File: config.mk
export PLATFORM = sky130hd
export DESIGN_NAME = spi_control_register_logic
export DESIGN_NICKNAME = d
export VERILOG_FILES = /design/src/spi_ctl_pkg.sv /design/src/sync_busy_track.sv /design/src/baud_tick_gen.sv /design/src/spi_control_register_logic.sv
export SDC_FILE = /design/constraint.sdc
export NUM_CORES = 1
export LEC_CHECK = 0
export ABC_AREA = 1
export BUFFER_PORTS_ARGS = -buffer_cell sky130_fd_sc_hd__buf_2
export CAP_MARGIN = 5
export CORE_UTILIZATION = 44
export CTS_CLUSTER_SIZE = 10
export DETAILED_ROUTE_END_ITERATION = 16
export GPL_TIMING_DRIVEN = 0
export MAX_ROUTING_LAYER = met4
export PLACE_DENSITY = 0.67
export SLEW_MARGIN = 5
export SYNTH_ARGS = -nofsm -noshare
export SYNTH_HDL_FRONTEND = slang
export SYNTH_SLANG_ARGS = --single-unit
File: constraint.sdc
create_clock -name ref_clk_i -period 1.76 [get_ports ref_clk_i]
set_clock_uncertainty 0.1 [all_clocks]
set_input_delay 0.088 -clock ref_clk_i [delete_from_list [all_inputs] [get_ports ref_clk_i]]
set_output_delay 0.088 -clock ref_clk_i [all_outputs]
set_load 0.01 [all_outputs]
File: src/spi_ctl_pkg.sv
package spi_ctl_pkg;
  // Register byte offsets
  localparam logic [7:0] OFS_FIRST  = 8'h00;
  localparam logic [7:0] OFS_SECOND = 8'h04;
  localparam logic [7:0] OFS_BAUD   = 8'h0C;
  localparam logic [7:0] OFS_IRQ    = 8'h14;
  localparam logic [7:0] OFS_SYNC   = 8'h1C;
  // Field positions in first_control_reg
  localparam int SOFT_RESET_BIT_POS  = 0;
  localparam int ENABLE_POS = 1;
  localparam int MODE_LSB   = 2;
  localparam int FORM_LSB   = 24;
  // Field positions in second_control_reg
  localparam int CHAR_WIDTH_LSB = 0;
  localparam int PLOAD_POS  = 6;
  localparam int SEL_LOW_WAKE_ENABLE_POS   = 9;
  localparam int MASTER_SEL_HW_CTRL_POS  = 13;
  localparam int ADDR_MATCH_MODE_LSB  = 14;
  localparam int RECEIVER_ON_POS   = 17;
  // Interrupt enable word: clear byte low, set byte at this lane
  localparam int IRQ_SET_LSB          = 16;
  localparam logic [7:0] IRQ_USED     = 8'h8F;
  localparam logic [7:0] IRQ_RST      = 8'h00;
  localparam logic [7:0] BAUD_RST     = 8'h00;
  localparam logic [31:0] WORD_RST    = 32'h0000_0000;
  // Encodings
  localparam logic [2:0] MODE_SLAVE   = 3'h2;
  localparam logic [2:0] MODE_MASTER  = 3'h3;
  localparam logic [3:0] FORM_ADDR    = 4'h2;
  localparam logic [1:0] ADDR_MATCH_MODE_MASK   = 2'h0;
  localparam logic [1:0] ADDR_MATCH_MODE_TWO    = 2'h1;
  localparam logic [1:0] ADDR_MATCH_MODE_RANGE  = 2'h2;
  localparam logic [2:0] CHAR_WIDTH_NINE  = 3'h1;
  // Synchronisation channels and their latency
  localparam int SYNC_SOFT_RESET_BIT  = 0;
  localparam int SYNC_ENABLE = 1;
  localparam int SYNC_SECOND = 2;
  localparam int SYNC_NUM    = 3;
  localparam int CLK_PERIOD_NS = 40;
  localparam int SYNC_TIME_NS  = 120;
  localparam int SYNC_CYCLES   = (SYNC_TIME_NS + CLK_PERIOD_NS - 1) / CLK_PERIOD_NS;
endpackage

File: src/sync_busy_track.sv
`timescale 1ns/10ps
`default_nettype none
module sync_busy_track #(
  parameter int N      = 3,
  parameter int CNT_W  = 4,
  parameter int CYCLES = 3
) (
  // Clock and reset
  input  wire logic         ref_clk_i,
  input  wire logic         nrst_i,
  // Per-channel control
  input  wire logic [N-1:0] start_i,
  input  wire logic [N-1:0] clear_i,
  // Per-channel state
  output logic [N-1:0]      busy_o,
  output logic [N-1:0]      done_o
);
  typedef struct packed {
    logic [N-1:0]            busy;
    logic [N-1:0][CNT_W-1:0] cnt;
  } trk_t;

  trk_t st_ff;
  trk_t nxt_st;

  // A restart reloads the count, so the last write decides completion
  always_comb begin
    nxt_st = st_ff;
    for (int i = 0; i < N; i++) begin
      if (start_i[i]) begin
        nxt_st.busy[i] = 1'b1;
        nxt_st.cnt[i]  = CNT_W'(CYCLES - 1);
      end else if (clear_i[i]) begin
        nxt_st.busy[i] = 1'b0;
      end else if (st_ff.busy[i]) begin
        if (st_ff.cnt[i] == '0) begin
          nxt_st.busy[i] = 1'b0;
        end else begin
          nxt_st.cnt[i] = st_ff.cnt[i] - CNT_W'(1);
        end
      end
    end
  end

  always_ff @(posedge ref_clk_i or negedge nrst_i) begin
    if (!nrst_i) begin
      st_ff <= '0;
    end else begin
      st_ff <= nxt_st;
    end
  end

  assign busy_o = st_ff.busy;

  // Completion shows in the last busy cycle, so results land on the edge that drops busy
  always_comb begin
    done_o = '0;
    for (int i = 0; i < N; i++) begin
      done_o[i] = st_ff.busy[i] && st_ff.cnt[i] == '0 && !start_i[i] && !clear_i[i];
    end
  end
endmodule
`default_nettype wire

File: src/baud_tick_gen.sv
`timescale 1ns/10ps
`default_nettype none
module baud_tick_gen #(
  parameter int DIV_W = 8
) (
  // Clock and reset
  input  wire logic             ref_clk_i,
  input  wire logic             nrst_i,
  // Control
  input  wire logic             run_i,
  input  wire logic [DIV_W-1:0] div_i,
  // Half-period enable of the serial clock
  output logic                  tick_o
);
  typedef struct packed {
    logic [DIV_W-1:0] cnt;
    logic             tick;
  } div_t;

  div_t st_ff;
  div_t nxt_st;

  // Tick every div+1 cycles; held at zero while stopped
  always_comb begin
    nxt_st      = st_ff;
    nxt_st.tick = 1'b0;
    if (!run_i) begin
      nxt_st.cnt = '0;
    end else if (st_ff.cnt >= div_i) begin
      nxt_st.cnt  = '0;
      nxt_st.tick = 1'b1;
    end else begin
      nxt_st.cnt = st_ff.cnt + DIV_W'(1);
    end
  end

  always_ff @(posedge ref_clk_i or negedge nrst_i) begin
    if (!nrst_i) begin
      st_ff <= '0;
    end else begin
      st_ff <= nxt_st;
    end
  end

  assign tick_o = st_ff.tick;
endmodule
`default_nettype wire

File: src/spi_control_register_logic.sv
`timescale 1ns/10ps
`default_nettype none
module spi_control_register_logic (
  // Clock and reset
  input  wire logic        ref_clk_i,
  input  wire logic        nrst_i,
  // Peripheral bus
  input  wire logic        psel_i,
  input  wire logic        penable_i,
  input  wire logic        pwrite_i,
  input  wire logic [7:0]  paddr_i,
  input  wire logic [31:0] pwdata_i,
  output logic [31:0]      prdata_o,
  output logic             pready_o,
  output logic             pslverr_o,
  // Serial side status
  input  wire logic        sel_n_i,
  input  wire logic        xfer_active_i,
  input  wire logic        data_write_i,
  input  wire logic        rx_overflow_i,
  input  wire logic        addr_valid_i,
  input  wire logic [7:0]  addr_i,
  input  wire logic [7:0]  addr_reg_i,
  input  wire logic [7:0]  addr_second_value_i,
  // Control outputs
  output logic             enabled_o,
  output logic             master_o,
  output logic             receiver_on_o,
  output logic             rx_flush_o,
  output logic             rx_overrun_flag_o,
  output logic             nine_bit_o,
  output logic             sclk_tick_o,
  output logic             sel_n_o,
  output logic             sel_oe_o,
  output logic             wake_o,
  output logic             preload_o,
  output logic             addr_match_o,
  output logic [7:0]       irq_enable_o
);
  typedef struct packed {
    logic        soft_reset_bit_bit;
    logic        en_bit;
    logic        enabled;
    logic [2:0]  mode;
    logic [3:0]  form;
    logic        receiver_on_req;
    logic        rx_run;
    logic [1:0]  addr_match_mode;
    logic        master_sel_hw_ctrl;
    logic        sel_low_wake_enable;
    logic        pload;
    logic [2:0]  char_width;
    logic [7:0]  baud;
    logic [7:0]  irq_en;
    logic        ovf;
    logic [31:0] prdata;
    logic        sel_prev;
    logic        sel_out;
    logic        wake;
    logic        preload;
    logic        flush;
    logic        addr_match;
  } ctl_t;

  ctl_t st_ff;
  ctl_t nxt_st;

  logic [spi_ctl_pkg::SYNC_NUM-1:0] sync_start;
  logic [spi_ctl_pkg::SYNC_NUM-1:0] sync_clear;
  logic [spi_ctl_pkg::SYNC_NUM-1:0] sync_busy;
  logic [spi_ctl_pkg::SYNC_NUM-1:0] sync_done;
  logic [31:0] rd_val;
  logic        wr;
  logic        wr_ok;
  logic        soft_reset_bit_start;
  logic        protect;
  logic        is_slave;
  logic        is_master;
  logic        receiver_on_view;

  // Address comparison for addressed slave frames
  function automatic logic addr_hit(input logic [1:0] m, input logic [7:0] a, input logic [7:0] ra,
                                    input logic [7:0] rb);
    case (m)
      spi_ctl_pkg::ADDR_MATCH_MODE_MASK:  addr_hit = ((a ^ ra) & ~rb) == 8'h00;
      spi_ctl_pkg::ADDR_MATCH_MODE_TWO:   addr_hit = (a == ra) || (a == rb);
      spi_ctl_pkg::ADDR_MATCH_MODE_RANGE: addr_hit = (a >= rb) && (a <= ra);
      default:                  addr_hit = 1'b0;
    endcase
  endfunction

  // Bus qualifiers; no wait states so the access phase always completes
  assign wr          = psel_i && penable_i && pwrite_i;
  assign wr_ok       = wr && !sync_busy[spi_ctl_pkg::SYNC_SOFT_RESET_BIT];
  assign soft_reset_bit_start = wr_ok && paddr_i == spi_ctl_pkg::OFS_FIRST && pwdata_i[spi_ctl_pkg::SOFT_RESET_BIT_POS];
  assign protect     = st_ff.en_bit || st_ff.enabled;
  assign is_slave    = st_ff.mode == spi_ctl_pkg::MODE_SLAVE;
  assign is_master   = st_ff.mode == spi_ctl_pkg::MODE_MASTER;
  assign receiver_on_view   = st_ff.enabled ? st_ff.rx_run : st_ff.receiver_on_req;

  // Synchronisation starts; soft reset cancels the other channels
  always_comb begin
    sync_start = '0;
    sync_clear = '0;
    sync_start[spi_ctl_pkg::SYNC_SOFT_RESET_BIT]  = soft_reset_bit_start;
    sync_start[spi_ctl_pkg::SYNC_ENABLE] = wr_ok && !soft_reset_bit_start && paddr_i == spi_ctl_pkg::OFS_FIRST;
    sync_start[spi_ctl_pkg::SYNC_SECOND] = (wr_ok && paddr_i == spi_ctl_pkg::OFS_SECOND && st_ff.enabled
                                            && pwdata_i[spi_ctl_pkg::RECEIVER_ON_POS])
                                           || (sync_done[spi_ctl_pkg::SYNC_ENABLE] && st_ff.en_bit
                                            && st_ff.receiver_on_req);
    sync_clear[spi_ctl_pkg::SYNC_ENABLE] = soft_reset_bit_start;
    sync_clear[spi_ctl_pkg::SYNC_SECOND] = soft_reset_bit_start;
  end

  sync_busy_track #(
    .N      (spi_ctl_pkg::SYNC_NUM),
    .CNT_W  (4),
    .CYCLES (spi_ctl_pkg::SYNC_CYCLES)
  ) u_sync (
    .ref_clk_i (ref_clk_i),
    .nrst_i    (nrst_i),
    .start_i   (sync_start),
    .clear_i   (sync_clear),
    .busy_o    (sync_busy),
    .done_o    (sync_done)
  );

  // Serial clock only runs for an enabled master
  baud_tick_gen #(
    .DIV_W (8)
  ) u_baud (
    .ref_clk_i (ref_clk_i),
    .nrst_i    (nrst_i),
    .run_i     (st_ff.enabled && is_master),
    .div_i     (st_ff.baud),
    .tick_o    (sclk_tick_o)
  );

  // Read mux; unused positions stay zero
  always_comb begin
    rd_val = spi_ctl_pkg::WORD_RST;
    case (paddr_i)
      spi_ctl_pkg::OFS_FIRST: begin
        rd_val[spi_ctl_pkg::SOFT_RESET_BIT_POS]     = st_ff.soft_reset_bit_bit;
        rd_val[spi_ctl_pkg::ENABLE_POS]    = st_ff.en_bit;
        rd_val[spi_ctl_pkg::MODE_LSB +: 3] = st_ff.mode;
        rd_val[spi_ctl_pkg::FORM_LSB +: 4] = st_ff.form;
      end
      spi_ctl_pkg::OFS_SECOND: begin
        rd_val[spi_ctl_pkg::CHAR_WIDTH_LSB +: 3] = st_ff.char_width;
        rd_val[spi_ctl_pkg::PLOAD_POS]       = st_ff.pload;
        rd_val[spi_ctl_pkg::SEL_LOW_WAKE_ENABLE_POS]        = st_ff.sel_low_wake_enable;
        rd_val[spi_ctl_pkg::MASTER_SEL_HW_CTRL_POS]       = st_ff.master_sel_hw_ctrl;
        rd_val[spi_ctl_pkg::ADDR_MATCH_MODE_LSB +: 2]  = st_ff.addr_match_mode;
        rd_val[spi_ctl_pkg::RECEIVER_ON_POS]        = receiver_on_view;
      end
      spi_ctl_pkg::OFS_BAUD: rd_val[7:0] = st_ff.baud;
      spi_ctl_pkg::OFS_IRQ: begin
        rd_val[7:0]                         = st_ff.irq_en;
        rd_val[spi_ctl_pkg::IRQ_SET_LSB +: 8] = st_ff.irq_en;
      end
      spi_ctl_pkg::OFS_SYNC: rd_val[2:0] = sync_busy;
      default: rd_val = spi_ctl_pkg::WORD_RST;
    endcase
    // Busy flags stay visible so software can poll the reset itself
    if (sync_busy[spi_ctl_pkg::SYNC_SOFT_RESET_BIT] && paddr_i != spi_ctl_pkg::OFS_SYNC) begin
      rd_val = spi_ctl_pkg::WORD_RST;
    end
  end

  // Next state of all control registers
  always_comb begin
    nxt_st          = st_ff;
    nxt_st.flush    = 1'b0;
    nxt_st.wake     = 1'b0;
    nxt_st.preload  = 1'b0;
    nxt_st.sel_prev = sel_n_i;
    nxt_st.sel_out  = !xfer_active_i;
    if (psel_i && !penable_i) begin
      nxt_st.prdata = rd_val;
    end
    if (sync_done[spi_ctl_pkg::SYNC_SOFT_RESET_BIT]) begin
      nxt_st.soft_reset_bit_bit = 1'b0;
    end
    if (sync_done[spi_ctl_pkg::SYNC_ENABLE]) begin
      nxt_st.enabled = st_ff.en_bit;
      if (!st_ff.en_bit) begin
        nxt_st.rx_run = 1'b0;
      end
    end
    if (sync_done[spi_ctl_pkg::SYNC_SECOND]) begin
      nxt_st.rx_run = st_ff.receiver_on_req && st_ff.enabled;
    end
    if (rx_overflow_i && st_ff.rx_run) begin
      nxt_st.ovf = 1'b1;
    end
    // Falling select edge wakes an enabled slave
    if (st_ff.enabled && is_slave && st_ff.sel_low_wake_enable && st_ff.sel_prev && !sel_n_i) begin
      nxt_st.wake = 1'b1;
    end
    if (st_ff.enabled && is_slave && st_ff.pload && data_write_i && sel_n_i && !xfer_active_i) begin
      nxt_st.preload = 1'b1;
    end
    // Master ignores address mode and passes every frame
    if (addr_valid_i) begin
      if (is_slave && st_ff.form == spi_ctl_pkg::FORM_ADDR) begin
        nxt_st.addr_match = addr_hit(st_ff.addr_match_mode, addr_i, addr_reg_i, addr_second_value_i);
      end else begin
        nxt_st.addr_match = 1'b1;
      end
    end
    if (wr_ok && paddr_i == spi_ctl_pkg::OFS_FIRST) begin
      if (soft_reset_bit_start) begin
        nxt_st           = '0;
        nxt_st.soft_reset_bit_bit = 1'b1;
        nxt_st.sel_prev  = sel_n_i;
        nxt_st.sel_out   = 1'b1;
      end else begin
        nxt_st.en_bit = pwdata_i[spi_ctl_pkg::ENABLE_POS];
        if (!protect) begin
          nxt_st.mode = pwdata_i[spi_ctl_pkg::MODE_LSB +: 3];
          nxt_st.form = pwdata_i[spi_ctl_pkg::FORM_LSB +: 4];
        end
      end
    end
    if (wr_ok && paddr_i == spi_ctl_pkg::OFS_SECOND) begin
      if (!protect) begin
        nxt_st.char_width = pwdata_i[spi_ctl_pkg::CHAR_WIDTH_LSB +: 3];
        nxt_st.pload  = pwdata_i[spi_ctl_pkg::PLOAD_POS];
        nxt_st.sel_low_wake_enable   = pwdata_i[spi_ctl_pkg::SEL_LOW_WAKE_ENABLE_POS];
        nxt_st.master_sel_hw_ctrl  = pwdata_i[spi_ctl_pkg::MASTER_SEL_HW_CTRL_POS];
        nxt_st.addr_match_mode  = pwdata_i[spi_ctl_pkg::ADDR_MATCH_MODE_LSB +: 2];
      end
      // Flush wins over a same-cycle overflow: that character is discarded
      if (!pwdata_i[spi_ctl_pkg::RECEIVER_ON_POS]) begin
        nxt_st.receiver_on_req = 1'b0;
        nxt_st.rx_run   = 1'b0;
        nxt_st.flush    = 1'b1;
        nxt_st.ovf      = 1'b0;
      end else begin
        nxt_st.receiver_on_req = 1'b1;
      end
    end
    if (wr_ok && paddr_i == spi_ctl_pkg::OFS_BAUD && !protect) begin
      nxt_st.baud = pwdata_i[7:0];
    end
    // Set lane first, clear lane last; unused bits never stick
    if (wr_ok && paddr_i == spi_ctl_pkg::OFS_IRQ) begin
      nxt_st.irq_en = (st_ff.irq_en | (pwdata_i[spi_ctl_pkg::IRQ_SET_LSB +: 8] & spi_ctl_pkg::IRQ_USED))
                      & ~(pwdata_i[7:0] & spi_ctl_pkg::IRQ_USED);
    end
  end

  always_ff @(posedge ref_clk_i or negedge nrst_i) begin
    if (!nrst_i) begin
      st_ff          <= '0;
      st_ff.sel_prev <= 1'b1;
      st_ff.sel_out  <= 1'b1;
    end else begin
      st_ff <= nxt_st;
    end
  end

  // Outputs
  assign prdata_o          = st_ff.prdata;
  assign pready_o          = 1'b1;
  assign pslverr_o         = wr && sync_busy[spi_ctl_pkg::SYNC_SOFT_RESET_BIT];
  assign enabled_o         = st_ff.enabled;
  assign master_o          = is_master;
  assign receiver_on_o     = st_ff.rx_run;
  assign rx_flush_o        = st_ff.flush;
  assign rx_overrun_flag_o = st_ff.ovf;
  assign nine_bit_o        = st_ff.char_width == spi_ctl_pkg::CHAR_WIDTH_NINE;
  assign sel_n_o           = st_ff.sel_out;
  assign sel_oe_o          = st_ff.enabled && is_master && st_ff.master_sel_hw_ctrl;
  assign wake_o            = st_ff.wake;
  assign preload_o         = st_ff.preload;
  assign addr_match_o      = st_ff.addr_match;
  assign irq_enable_o      = st_ff.irq_en;
endmodule
`default_nettype wire

==> run metrics <==
status=finished clean; CP Launch Type=flop; power per cell area=712.4 nW/µm²; clock sink total=96; ys async rst share=1.000; Post-Place Cells=967; Critical Path AT=1.81 ns; Synth Cell Area=5524 µm²; fin area=6943 µm²; Worst-path clk slew=0.07 ns; Root Buffer=clkbuf_16; Final Worst Setup Slack=0.07084 ns; Die X=114.0 µm; sw frac=0.2743; Hold WC Path Type=primary input to flop; nets=941; P_int=3.589 mW; unrepaired setup endpoints after global routing=no; Antenna Violating Nets Remaining=0; starting density of the core=0.4561; Switch Pwr=1.357 mW; Post-Route WL=13710 µm; setup slack at placement=0.004050 ns; placed cell areas=6332 µm²; overall routing resource usage=0.2262; DRC Markers=0; CTS tree=built; endpoints failing hold=0; layout cell share with drive strength beyond 1=0.2725; final setup fails=0; Layout Cells excl Fill=1012; H-tree levels=3; grt met1 use=0.2804; crit path time final=1.689 ns; Fmax=0.5920 GHz; Util after Layout=0.5732; HPWL reported at the end of detailed placement=10510 µm; Remaining Overflow, GRT=0; diodes inserted=0; DRT iter0 DRCs=238; EDFF count, synth=0; global-route wire length before repair=22200 µm; sequential power share=0.474; crit path kind=flop to flop; Fin Setup TNS=0 ns; Crit. End Element=flop; main flop type after synthesis=dfrtp_1; Layout area overhead=25.69%; Comb pwr share=0.127; row count=40; Worst-Skew Late Latency=0.36 ns; Synth cell types=44; CTS max path bufs=2; wire per inst=13.54 µm; sequential fraction of the synthesis area=0.4353; vias in the first global route=4721; initial antenna violation count=0; Vias=4873; Synth Instances=684; synthesized flop and latch total=96; Port-buffer cells=112; routed vias/inst=4.815; Worst Tran Pin Value=0.5037 ns; Placer Congestion=0.8604; clock power share=0.399; Mapped Avg Cell Area=8.076 µm²; GRT met2 Usage=0.3814; yosys warns=0; drt first pass iters=5; R2R Setup Slk=0.07 ns; met3 usage=0.02763; Ports=128; Final period util=0.9598; Slew HR=0.6642; VDD IR max=0.0005119 V; leak pwr=3.928 nW; busiest layer in global routing=met2; largest net degree at the start of global routing=70; CP max FO=10; die area=13010 µm²; Worst Path Required=1.88 ns; Slew Limit Fails=0; Die Ht=114.0 µm; FILL cells=1179; Max Cap Violations=0; total CTS buffers=9; core footprint=12110 µm²
cells by family (layout without fill, tap and decap cells):
group | after synthesis | after routing | synth area share
flops | 96 | 96 | 0.4353
other cells | 2 | 4 | 0.001360
simple gates | 283 | 283 | 0.2392
compound gates | 105 | 105 | 0.1121
fa+ha+maj | 28 | 28 | 0.06342
xor+xnor | 3 | 3 | 0.004757
buf+inv | 166 | 324 | 0.1420
mux | 1 | 1 | 0.001812
path summary, 6_finish.rpt:
check	from	end	depth (start not counted)
min in group asynchronous	nrst_i	u_baud.st_ff[8]	2
min	penable_i	prdata_o[3]	4
max reg2reg	enabled_o	st_ff[65]	4
min reg2reg	u_sync.st_ff[4]	u_sync.st_ff[4]	1
max	enabled_o	st_ff[65]	4
max in group asynchronous	nrst_i	sel_n_o	3
state kept, by name, summed over array words and instances (netlist names), 3 cells and up:
name and count:
st_ff 27, prdata_o 32, u_baud.st_ff 8, u_sync.st_ff 12
irq_enable_o 5, u_sync.busy_o 3
worst max-delay path, cell delays in order, from the launching register on:
cell and delay [ns]:
dfrtp_1 0.51, nor2_4 0.30, inv_1 0.17, a21oi_2 0.34, o21ai_0 0.13
layout by cell type, fill, tap and decap left out, drive strengths merged, types with 4 or more instances in the layout:
cell type	instances
buf	163
nand2	136
inv	120
dfrtp	94
nor2	68
nand3	60
o21ai	35
a21oi	34
ha	28
dlygate4sd3	26
o22ai	14
clkbuf	13
nor3	8
o31ai	6
nand4	5
or2	4
conb	4
per-stage QoR:
stage                     hold slack [ns]  power [mW]
after floorplan                   -0.3076       2.724
after global placement             0.1101       2.924
after detailed placement         -0.05295       2.971
after CTS                         0.03161       4.968
after global routing              0.06908       5.155
final                             0.04430       4.946
cells in the mapped netlist, types with 5 or more instances:
| cell | n | area share |
|---|---|---|
| buf_2 | 5 | 0.0045 |
| o21ai_0 | 21 | 0.019 |
| o21ai_1 | 14 | 0.013 |
| nand4_1 | 5 | 0.0057 |
| dfrtp_1 | 94 | 0.43 |
| ha_1 | 28 | 0.063 |
| nor2_2 | 8 | 0.0091 |
| a21oi_1 | 32 | 0.029 |
| inv_1 | 109 | 0.074 |
| o22ai_1 | 14 | 0.016 |
| nor2_1 | 53 | 0.036 |
| nor3_1 | 8 | 0.0072 |
| inv_2 | 6 | 0.0041 |
| nand2_2 | 6 | 0.0068 |
| buf_4 | 41 | 0.056 |
| nand2_1 | 127 | 0.086 |
| nand3_1 | 56 | 0.051 |
| nor2_4 | 6 | 0.012 |
cell type report:
class / count / area, µm² / area share
Sequential cell: 96 / 2406 / 0.3465
Timing Repair Buffer: 143 / 884.6 / 0.1274
Inverter: 116 / 436.7 / 0.06289
Tap cell: 168 / 210.2 / 0.03028
Clock buffer: 10 / 239.0 / 0.03442
Buffer: 49 / 344.1 / 0.04956
Clock inverter: 6 / 55.05 / 0.007929
Multi-Input combinational cell: 424 / 2367 / 0.3410
layer usage:
metal / vias up / wire length (µm)
met4: 0 / 233
met2: 106 / 6733
met1: 2283 / 6248
met5: - / 0
li1: 2463 / -
met3: 21 / 490
what timing repair did:
action,4_1_cts,5_1_grt
endpoints found under the setup margin,6,22
hold buffers,26,0
pin swaps,1,2
hold endpoints to repair,128,0
gates resized for setup,2,5
buffers inserted,0,4
power groups by stage:
stage          logic, mW  registers, mW  clock network (mW)
2_1_floorplan      0.354           2.37                   0
3_3_place_gp       0.546           2.38                   0
3_5_place_dp       0.589           2.38                   0
4_1_cts            0.634           2.34                1.99
5_1_grt            0.716           2.35                2.09
6_report           0.630           2.34                1.97
Note: power is estimated with default switching activity, not from simulation.
